File: src/rtl/dbf_pkg.sv
// Shared constants and types for the two-port queue flag block
// Notes on behaviour
// - Port B flags change only on a detected port B clock rising edge.
// - Port A and port B edges are handled independently, coincident or not.
// - Port A data drivers are off whenever port A select is high.
// - Port B data drivers are off whenever port B select is high.
// - Standard mode: port A empty flag shows B-to-A queue emptiness.
// - Fall-through mode: port A flag shows valid B-to-A word on outputs.
// - Port A empty flag changes only on a port A clock rising edge.
// - Standard mode: port B empty flag shows A-to-B queue emptiness.
// - Fall-through mode: port B flag shows valid A-to-B word on outputs.
// - Standard mode: port A full flag shows A-to-B queue fullness.
// - Fall-through mode: port A full flag shows A-to-B space for a write.
// - Port A full flag changes only on a port A clock rising edge.
// - Standard mode: port B full flag shows B-to-A queue fullness.
// - Fall-through mode: port B full flag shows B-to-A space for a write.
// - Timing strap taken after reset: high standard, low fall-through; held static.
package dbf_pkg;

	// ----------------------------------------------------------------
	// Sizes
	// ----------------------------------------------------------------
	localparam int DATA_W        = 36;
	localparam int DEPTH_LOG     = 6;
	localparam int ALMOST_OFFSET = 8;

	// ----------------------------------------------------------------
	// Encodings and reset values
	// ----------------------------------------------------------------
	localparam logic        DIR_READ    = 1'h1;
	localparam logic        FLAG_RESET  = 1'h0;
	localparam logic [1:0]  STRAP_WAIT  = 2'h2;
	localparam logic [1:0]  STRAP_DONE  = 2'h3;
	localparam logic [35:0] DOUT_RESET  = 36'h0;

	// Timing mode chosen by the strap
	typedef enum logic {DBF_STANDARD, DBF_FALL_THROUGH} dbf_mode_t;

endpackage

File: src/rtl/dbf_port_flags.sv
// Two-port queue pair with port qualifiers and status flags
`timescale 1ns/1ps
`default_nettype none
module dbf_port_flags
	import dbf_pkg::*;
#(
	parameter int DW = DATA_W,
	parameter int DL = DEPTH_LOG,
	parameter int AO = ALMOST_OFFSET
) (
	// Clock and reset
	input  wire logic          clk,
	input  wire logic          sys_rst,
	// Timing mode strap
	input  wire logic          fall_through_timing,
	// Port A controls
	input  wire logic          port_a_clock,
	input  wire logic          port_a_select_n,
	input  wire logic          port_a_enable,
	input  wire logic          port_a_read,
	// Port A data
	input  wire logic [DW-1:0] port_a_data_in,
	output logic      [DW-1:0] port_a_data_out,
	output logic               port_a_data_oe,
	// Port A flags
	output logic               port_a_empty_flag,
	output logic               port_a_full_flag,
	output logic               port_a_almost_empty_n,
	output logic               port_a_almost_full_n,
	// Port B controls
	input  wire logic          port_b_clock,
	input  wire logic          port_b_select_n,
	input  wire logic          port_b_enable,
	input  wire logic          port_b_read,
	// Port B data
	input  wire logic [DW-1:0] port_b_data_in,
	output logic      [DW-1:0] port_b_data_out,
	output logic               port_b_data_oe,
	// Port B flags
	output logic               port_b_empty_flag,
	output logic               port_b_full_flag,
	output logic               port_b_almost_empty_n,
	output logic               port_b_almost_full_n
);
	localparam int            CW       = DL + 1;
	localparam logic [CW-1:0] DEPTH_C  = CW'(2 ** DL);
	localparam logic [CW-1:0] ALMOST_C = CW'(AO);

	logic [1:0]    pin_clk, pin_sel_n, pin_en, pin_rd;
	logic [DW-1:0] pin_din [2];
	logic [1:0]    clk_s1_ff, clk_s2_ff, clk_prev_ff;
	logic [1:0]    sel_s1_ff, sel_s2_ff, en_s1_ff, en_s2_ff;
	logic [1:0]    rd_s1_ff, rd_s2_ff;
	logic [DW-1:0] din_s1_ff [2];
	logic [DW-1:0] din_s2_ff [2];
	logic [DW-1:0] dout_ff [2];
	logic [DW-1:0] q_head [2];
	logic [CW-1:0] q_count [2];
	logic [CW-1:0] rd_left [2];
	logic [1:0]    q_empty, q_full;
	logic [1:0]    edge_w, rd_w, wr_w, push_w, pop_w;
	logic [1:0]    valid_ff, ef_ff, ff_ff, ae_n_ff, af_n_ff, oe_ff;
	logic [1:0]    nxt_valid, nxt_ef, nxt_ff, nxt_ae_n, nxt_af_n;
	logic          strap_s1_ff, strap_s2_ff;
	logic [1:0]    strap_cnt_ff;
	dbf_mode_t     mode_ff;
	logic          std_mode;

	// ----------------------------------------------------------------
	// Pin gathering, index 0 is port A, index 1 is port B
	// ----------------------------------------------------------------
	assign pin_clk    = {port_b_clock, port_a_clock};
	assign pin_sel_n  = {port_b_select_n, port_a_select_n};
	assign pin_en     = {port_b_enable, port_a_enable};
	assign pin_rd     = {port_b_read, port_a_read};
	assign pin_din[0] = port_a_data_in;
	assign pin_din[1] = port_b_data_in;

	// Two-stage synchronisers on control pins
	always_ff @(posedge clk) begin
		if (sys_rst) begin
			clk_s1_ff   <= '0;
			clk_s2_ff   <= '0;
			clk_prev_ff <= '0;
			sel_s1_ff   <= 2'h3;
			sel_s2_ff   <= 2'h3;
			en_s1_ff    <= '0;
			en_s2_ff    <= '0;
			rd_s1_ff    <= '0;
			rd_s2_ff    <= '0;
		end else begin
			clk_s1_ff   <= pin_clk;
			clk_s2_ff   <= clk_s1_ff;
			clk_prev_ff <= clk_s2_ff;
			sel_s1_ff   <= pin_sel_n;
			sel_s2_ff   <= sel_s1_ff;
			en_s1_ff    <= pin_en;
			en_s2_ff    <= en_s1_ff;
			rd_s1_ff    <= pin_rd;
			rd_s2_ff    <= rd_s1_ff;
		end
	end

	// ----------------------------------------------------------------
	// Timing mode strap, caught once the synchroniser holds a pin value
	// ----------------------------------------------------------------
	always_ff @(posedge clk) begin
		if (sys_rst) begin
			strap_s1_ff  <= 1'h1;
			strap_s2_ff  <= 1'h1;
			strap_cnt_ff <= '0;
			mode_ff      <= DBF_STANDARD;
		end else begin
			strap_s1_ff <= fall_through_timing;
			strap_s2_ff <= strap_s1_ff;
			if (strap_cnt_ff != STRAP_DONE) begin
				strap_cnt_ff <= strap_cnt_ff + 2'h1;
			end
			if (strap_cnt_ff == STRAP_WAIT) begin
				mode_ff <= strap_s2_ff ? DBF_STANDARD : DBF_FALL_THROUGH;
			end
		end
	end

	assign std_mode = (mode_ff == DBF_STANDARD);

	// ----------------------------------------------------------------
	// Per-port logic; port g writes queue g and reads queue 1-g
	// ----------------------------------------------------------------
	for (genvar g = 0; g < 2; g++) begin : g_port
		localparam int RQ = 1 - g;

		// Data pin synchroniser
		always_ff @(posedge clk) begin
			if (sys_rst) begin
				din_s1_ff[g] <= '0;
				din_s2_ff[g] <= '0;
			end else begin
				din_s1_ff[g] <= pin_din[g];
				din_s2_ff[g] <= din_s1_ff[g];
			end
		end

		// Edge detect and transfer qualifiers
		assign edge_w[g] = clk_s2_ff[g] & ~clk_prev_ff[g];
		assign rd_w[g]   = edge_w[g] & ~sel_s2_ff[g] & en_s2_ff[g]
			& (rd_s2_ff[g] == DIR_READ);
		assign wr_w[g]   = edge_w[g] & ~sel_s2_ff[g] & en_s2_ff[g]
			& (rd_s2_ff[g] != DIR_READ);

		// Writes only while the flag shows room
		assign push_w[g] = wr_w[g] & ff_ff[g] & ~q_full[g];

		// Standard pops on a read; fall-through refills the output word
		assign pop_w[g] = ~q_empty[RQ] & (std_mode ? (rd_w[g] & ef_ff[g])
			: (edge_w[g] & (~valid_ff[g] | rd_w[g])));

		// Next flag values
		assign rd_left[g]   = q_count[RQ] - CW'(pop_w[g]);
		assign nxt_valid[g] = ~std_mode & (pop_w[g] | (valid_ff[g] & ~rd_w[g]));
		assign nxt_ef[g]    = std_mode ? (rd_left[g] != '0) : nxt_valid[g];
		assign nxt_ff[g]    = (q_count[g] + CW'(push_w[g])) < DEPTH_C;
		assign nxt_ae_n[g]  = rd_left[g] > ALMOST_C;
		assign nxt_af_n[g]  = (DEPTH_C - q_count[g] - CW'(push_w[g])) > ALMOST_C;

		// Flags move only on this port's own clock edge
		always_ff @(posedge clk) begin
			if (sys_rst) begin
				ef_ff[g]   <= FLAG_RESET;
				ff_ff[g]   <= FLAG_RESET;
				ae_n_ff[g] <= FLAG_RESET;
				af_n_ff[g] <= FLAG_RESET;
			end else if (edge_w[g]) begin
				ef_ff[g]   <= nxt_ef[g];
				ff_ff[g]   <= nxt_ff[g];
				ae_n_ff[g] <= nxt_ae_n[g];
				af_n_ff[g] <= nxt_af_n[g];
			end
		end

		// Output word, its valid mark and the driver enable
		always_ff @(posedge clk) begin
			if (sys_rst) begin
				dout_ff[g]  <= DOUT_RESET;
				valid_ff[g] <= 1'h0;
				oe_ff[g]    <= 1'h0;
			end else begin
				valid_ff[g] <= nxt_valid[g];
				oe_ff[g]    <= ~sel_s2_ff[g] & (rd_s2_ff[g] == DIR_READ);
				if (pop_w[g]) begin
					dout_ff[g] <= q_head[RQ];
				end
			end
		end

		// Queue fed by this port
		dbf_queue #(
			.DW (DW),
			.DL (DL)
		) u_queue (
			.clk       (clk),
			.sys_rst   (sys_rst),
			.push      (push_w[g]),
			.push_data (din_s2_ff[g]),
			.pop       (pop_w[RQ]),
			.head_data (q_head[g]),
			.count     (q_count[g]),
			.empty     (q_empty[g]),
			.full      (q_full[g])
		);
	end

	// ----------------------------------------------------------------
	// Outputs
	// ----------------------------------------------------------------
	assign port_a_data_out       = dout_ff[0];
	assign port_a_data_oe        = oe_ff[0];
	assign port_a_empty_flag     = ef_ff[0];
	assign port_a_full_flag      = ff_ff[0];
	assign port_a_almost_empty_n = ae_n_ff[0];
	assign port_a_almost_full_n  = af_n_ff[0];
	assign port_b_data_out       = dout_ff[1];
	assign port_b_data_oe        = oe_ff[1];
	assign port_b_empty_flag     = ef_ff[1];
	assign port_b_full_flag      = ff_ff[1];
	assign port_b_almost_empty_n = ae_n_ff[1];
	assign port_b_almost_full_n  = af_n_ff[1];
endmodule // dbf_port_flags
`default_nettype wire

File: src/rtl/dbf_queue.sv
// Flip-flop queue with independent push and pop
`timescale 1ns/1ps
`default_nettype none
module dbf_queue
	import dbf_pkg::*;
#(
	parameter int DW = DATA_W,
	parameter int DL = DEPTH_LOG
) (
	// Clock and reset
	input  wire logic          clk,
	input  wire logic          sys_rst,
	// Write side
	input  wire logic          push,
	input  wire logic [DW-1:0] push_data,
	// Read side
	input  wire logic          pop,
	output logic      [DW-1:0] head_data,
	// State
	output logic      [DL:0]   count,
	output logic               empty,
	output logic               full
);
	localparam int            CW      = DL + 1;
	localparam logic [CW-1:0] DEPTH_C = CW'(2 ** DL);

	logic [DW-1:0] mem_ff [2 ** DL];
	logic [DL-1:0] wr_ptr_ff;
	logic [DL-1:0] rd_ptr_ff;
	logic [CW-1:0] count_ff;
	logic          do_push;
	logic          do_pop;

	// ----------------------------------------------------------------
	// Qualified moves
	// ----------------------------------------------------------------
	assign do_push   = push & ~full;
	assign do_pop    = pop & ~empty;
	assign empty     = (count_ff == '0);
	assign full      = (count_ff == DEPTH_C);
	assign count     = count_ff;
	assign head_data = mem_ff[rd_ptr_ff];

	// Storage, no reset needed on data
	always_ff @(posedge clk) begin
		if (do_push) begin
			mem_ff[wr_ptr_ff] <= push_data;
		end
	end

	// Pointers and fill level
	always_ff @(posedge clk) begin
		if (sys_rst) begin
			wr_ptr_ff <= '0;
			rd_ptr_ff <= '0;
			count_ff  <= '0;
		end else begin
			wr_ptr_ff <= wr_ptr_ff + DL'(do_push);
			rd_ptr_ff <= rd_ptr_ff + DL'(do_pop);
			count_ff  <= count_ff + CW'(do_push) - CW'(do_pop);
		end
	end
endmodule // dbf_queue
`default_nettype wire
File: config.mk
export PLATFORM = sky130hd
export DESIGN_NAME = dbf_port_flags
export DESIGN_NICKNAME = d
export VERILOG_FILES = /design/src/rtl/dbf_pkg.sv /design/src/rtl/dbf_port_flags.sv /design/src/rtl/dbf_queue.sv
export SDC_FILE = /design/constraint.sdc
export NUM_CORES = 2
export LEC_CHECK = 0
export BUFFER_PORTS_ARGS = -buffer_cell sky130_fd_sc_hd__buf_2
export CORE_ASPECT_RATIO = 1.5
export CORE_MARGIN = 2
export CORE_UTILIZATION = 60
export CTS_BUF_LIST = sky130_fd_sc_hd__clkbuf_8
export DETAILED_ROUTE_END_ITERATION = 16
export MAX_ROUTING_LAYER = met4
export PLACE_DENSITY_LB_ADDON = 0.08
export REMOVE_ABC_BUFFERS = 1
export SYNTH_ARGS = -nofsm -noshare
export SYNTH_HDL_FRONTEND = slang
export SYNTH_HIERARCHICAL = 1
export SYNTH_MEMORY_MAX_BITS = 65536
export SYNTH_SLANG_ARGS = --single-unit
File: constraint.sdc
create_clock -name clk -period 7.23 [get_ports clk]
set_clock_uncertainty 0.15 [all_clocks]
set_input_delay 0.3615 -clock clk [delete_from_list [all_inputs] [get_ports clk]]
set_output_delay 0.3615 -clock clk [all_outputs]
set_load 0.02 [all_outputs]
==> results_dict.tcl <==
set metrics [dict create \
    grt.total_usage_pct 31.37 \
    r2r_end "g_port[1].u_queue/mem_ff[54][31]" \
    drt_iter0_markers 9371 \
    status "completed" \
    ctsLongestPathBuffers 4 \
    hp-start "sys_rst" \
    slew_violations 0 \
    synth-seq-area-share_pct 77.48 \
    netlist_top_cells_area "edfxtp_1 (75%), mux4_2 (12%), mux2i_1 (2.7%), dfxtp_1 (2.3%), nor2b_1 (0.67%)" \
    io_buffers 164 \
    setup_ws_ns 2.336 \
    met2WireLength_mm 257.9 \
    relSlewSlack_pct 8.321 \
    dieArea_um2 316200 \
    place_area_um2 193700 \
    clk_latency_ns 1.11 \
    routed.top_layer "met4" \
    die-width_um 459.8 \
    power.density_nw_per_um2 248.4 \
    ant_nets 0 \
    ys_types 76 \
    start_util_pct 60.14 \
    clk_pin_slew_ns 0.06 \
    synth-edff-count 4680 \
    syn-cell-area_um2 187000 \
    cts.sinks 4897 \
    path_max_fanout 24 \
    grt_pass1_wl_mm 682.1 \
    p_leak_nw 65.84 \
    finalHoldViolations 0 \
    fill_cells 20070 \
    max-cap-violations 0 \
    worstPathArrival_ns 5.52 \
    synth_cells 8646 \
    endpoint_kind "flip-flop" \
    drive_above_1_share_pct 25.77 \
    first_pass_iters 5 \
    yosysTopAreaCell "edfxtp_1" \
    final_nets 9669 \
    cts_resized 0 \
    setup_violations 0 \
    die_height_um 687.7 \
    yosys_register_bits 4897 \
    remaining_drc_errors 0 \
    yosysWarnings 6 \
    viasPerCell 6.527 \
    coreArea_um2 310900 \
    multiInputGateArea_um2 40100 \
    wl_mm 476.9 \
    required_ns 7.86 \
    synth-main-ff-cell "edfxtp_1" \
    tightest_slew_ns 1.375 \
    fmax_mhz 204.3 \
    post-place-cells 12690 \
    rsz0062_at_grt "false" \
    whs_path_depth 3 \
    setup_tns_ns 0 \
    ys_async_sr_fraction_pct 0 \
    met1_length_mm 168.0 \
    wl_met3_mm 31.78 \
    ios 165 \
    stdcell_area_um2 208200 \
    synth_top_area_share_pct 75.16 \
    place_ws_ns 2.309 \
    critPathLaunchType "flip-flop" \
    routabilityCongestion 0.8367 \
    regArea_um2 145000 \
    cts_buffers 695 \
    rows 251 \
    final.period_utilization_pct 67.69 \
    wl_per_cell_um 33.76 \
    dp_hpwl_mm 273.4 \
    grt_pass1_vias 95790 \
    antenna_found_initial 9 \
    min_period_ns 4.894 \
    crit_type "flip-flop to flip-flop" \
    gr-total-overflow 0 \
    root_buffer "clkbuf_8" \
    h-tree-depth 6 \
    ir_drop_mv 0.2177 \
    reg2regPathDepth 13 \
    reg2reg_from "g_port[1].u_queue/count[4]" \
    grt_max_degree 124 \
    reg2reg_slack_ns 2.34 \
    finalNonFillerCells 14130 \
    num_vias 92200 \
    cts_tree "yes" \
    postSynthAreaPerCell_um2 21.63 \
    area_growth_pct 11.34 \
    holdPathEnd "g_port[1].u_queue/count[1]" \
    post_cts_buffers 0 \
    min_path_type "input pin to flip-flop" \
]
-- placed cells by master (no fill, tap or decap), drive strengths merged, types with 22 or more instances in the layout --
master          n
o221ai         71
a221oi         47
nor2          205
ha             62
nand2         136
a21oi         126
inv           311
mux2i         504
dfxtp         217
and2           76
a22o           25
mux4         1011
dlygate4sd3   184
mux2           38
o21ai         120
clkbuf        744
a2111oi        24
nor2b         199
buf           468
a22oi          83
o22ai         127
nand3          39
a211oi         84
xnor2          22
edfxtp       4680
clkinv        216
-- state kept, by name (all words and copies together) (netlist names), 12 cells and up --
| register | cells |
|---|---|
| din_s2_ff | 72 |
| g_port.u_queue/mem_ff | 4608 |
| dout_ff | 72 |
| g_port.u_queue/wr_ptr_ff | 12 |
| g_port.u_queue/count | 14 |
| g_port.u_queue/rd_ptr_ff | 12 |
| din_s1_ff | 72 |
-- area by class of cell --
| class | count | share of cell area (%) |
|---|---|---|
| flip-flops and latches | 4897 | 69.65 |
| multi-input cells | 3224 | 19.26 |
| clock buffers | 744 | 4.919 |
| repair buffers | 652 | 2.500 |
| well taps | 4048 | 2.433 |
| clock inverters | 498 | 1.127 |
| inverters | 52 | 0.09436 |
| diodes | 11 | 0.01322 |
-- worst max-delay path by stage --
stage                                              start                          endpoint  cells after the start  slack [ns]
after floorplan           g_port[1].u_queue/rd_ptr_ff[0]                    dout_ff[0][14]                      6      -22.69
after global placement        g_port[1].u_queue/count[4]   g_port[1].u_queue/mem_ff[54][8]                     13        2.38
after detailed placement      g_port[1].u_queue/count[4]  g_port[1].u_queue/mem_ff[54][25]                     13        2.31
after CTS                     g_port[1].u_queue/count[4]  g_port[1].u_queue/mem_ff[54][31]                     13        2.32
after global routing          g_port[1].u_queue/count[4]   g_port[1].u_queue/mem_ff[54][8]                     13        2.10
final                         g_port[1].u_queue/count[4]  g_port[1].u_queue/mem_ff[54][31]                     13        2.34
-- layer usage --
layer  up-vias  GRT usage (%)
met5         -              -
met2      4017          54.79
met1     49290          37.10
met4         0          11.60
li1      37930              -
met3       959          4.578
-- worst max-delay path: stages, from the launching register on --
cell and delay [ns]:
dfxtp_1 0.47, inv_1 0.11, ha_1 0.22, nor3b_1 0.15
nand3_1 0.14, inv_1 0.09, nor2_1 0.13, nand4_1 0.16
inv_1 0.13, nand2_1 0.18, nor2_1 0.27, nand3_1 0.71
nor2_4 1.25, buf_4 0.40
-- cell usage after synthesis (all sizes together), types with 6 or more instances --
| cell | instances |
|---|---|
| a31oi | 10 |
| nand2b | 19 |
| edfxtp | 4680 |
| a2111oi | 24 |
| or2 | 11 |
| ha | 62 |
| a211o | 16 |
| a21o | 9 |
| clkbuf | 207 |
| o21ai | 120 |
| a32o | 8 |
| nand3b | 8 |
| mux2 | 38 |
| nor2 | 205 |
| o221ai | 71 |
| a211oi | 84 |
| buf | 266 |
| nor3 | 19 |
| nor2b | 199 |
| dfxtp | 217 |
| inv | 51 |
| a22oi | 83 |
| and2 | 76 |
| nand4 | 12 |
| o22ai | 127 |
| a21oi | 126 |
| or3 | 8 |
| a22o | 25 |
| xnor2 | 22 |
| xor2 | 17 |
| o21bai | 6 |
| mux2i | 504 |
| o211ai | 7 |
| o221a | 7 |
| a221oi | 47 |
| mux4 | 1011 |
| nor3b | 13 |
| nand2 | 136 |
| nand3 | 39 |
-- where the power goes --
part | switching [mW] | internal (mW)
sequential | 0.174 | 31.0
combinational | 0.365 | 0.182
clock | 10.1 | 9.86
total | 10.7 | 41.0
-- cell families after synthesis --
| family | after synthesis | share of synthesized area (%) |
|---|---|---|
| and+or+nand+nor | 765 | 2.115 |
| AOI/OAI and AO/OA | 803 | 2.990 |
| muxes | 1553 | 15.16 |
| buffers and inverters | 525 | 1.633 |
| adders and majority gates | 64 | 0.4363 |
| xor gates and xnor gates | 39 | 0.1827 |
| DFF | 4897 | 77.48 |
-- repair_timing --
item,4_1_cts,5_1_grt
hold buffers,184,0
endpoints found under the hold margin,148,0
setup endpoints to repair,0,0
-- per-stage QoR --
| step | total power, mW | utilization [%] | hold WS [ns] |
|---|---|---|---|
| 6_report | 51.71 | 66.96 | 0.1382 |
| 5_1_grt | 53.29 | 66.96 | 0.08119 |
| 4_1_cts | 52.08 | 66.95 | 0.06711 |
| 3_5_place_dp | 32.25 | 62.31 | 0.2539 |
| 3_3_place_gp | 32.21 | 62.31 | 0.2475 |
| 2_1_floorplan | 31.93 | - | 0.2395 |
Note: power is estimated with default switching activity, not from simulation.
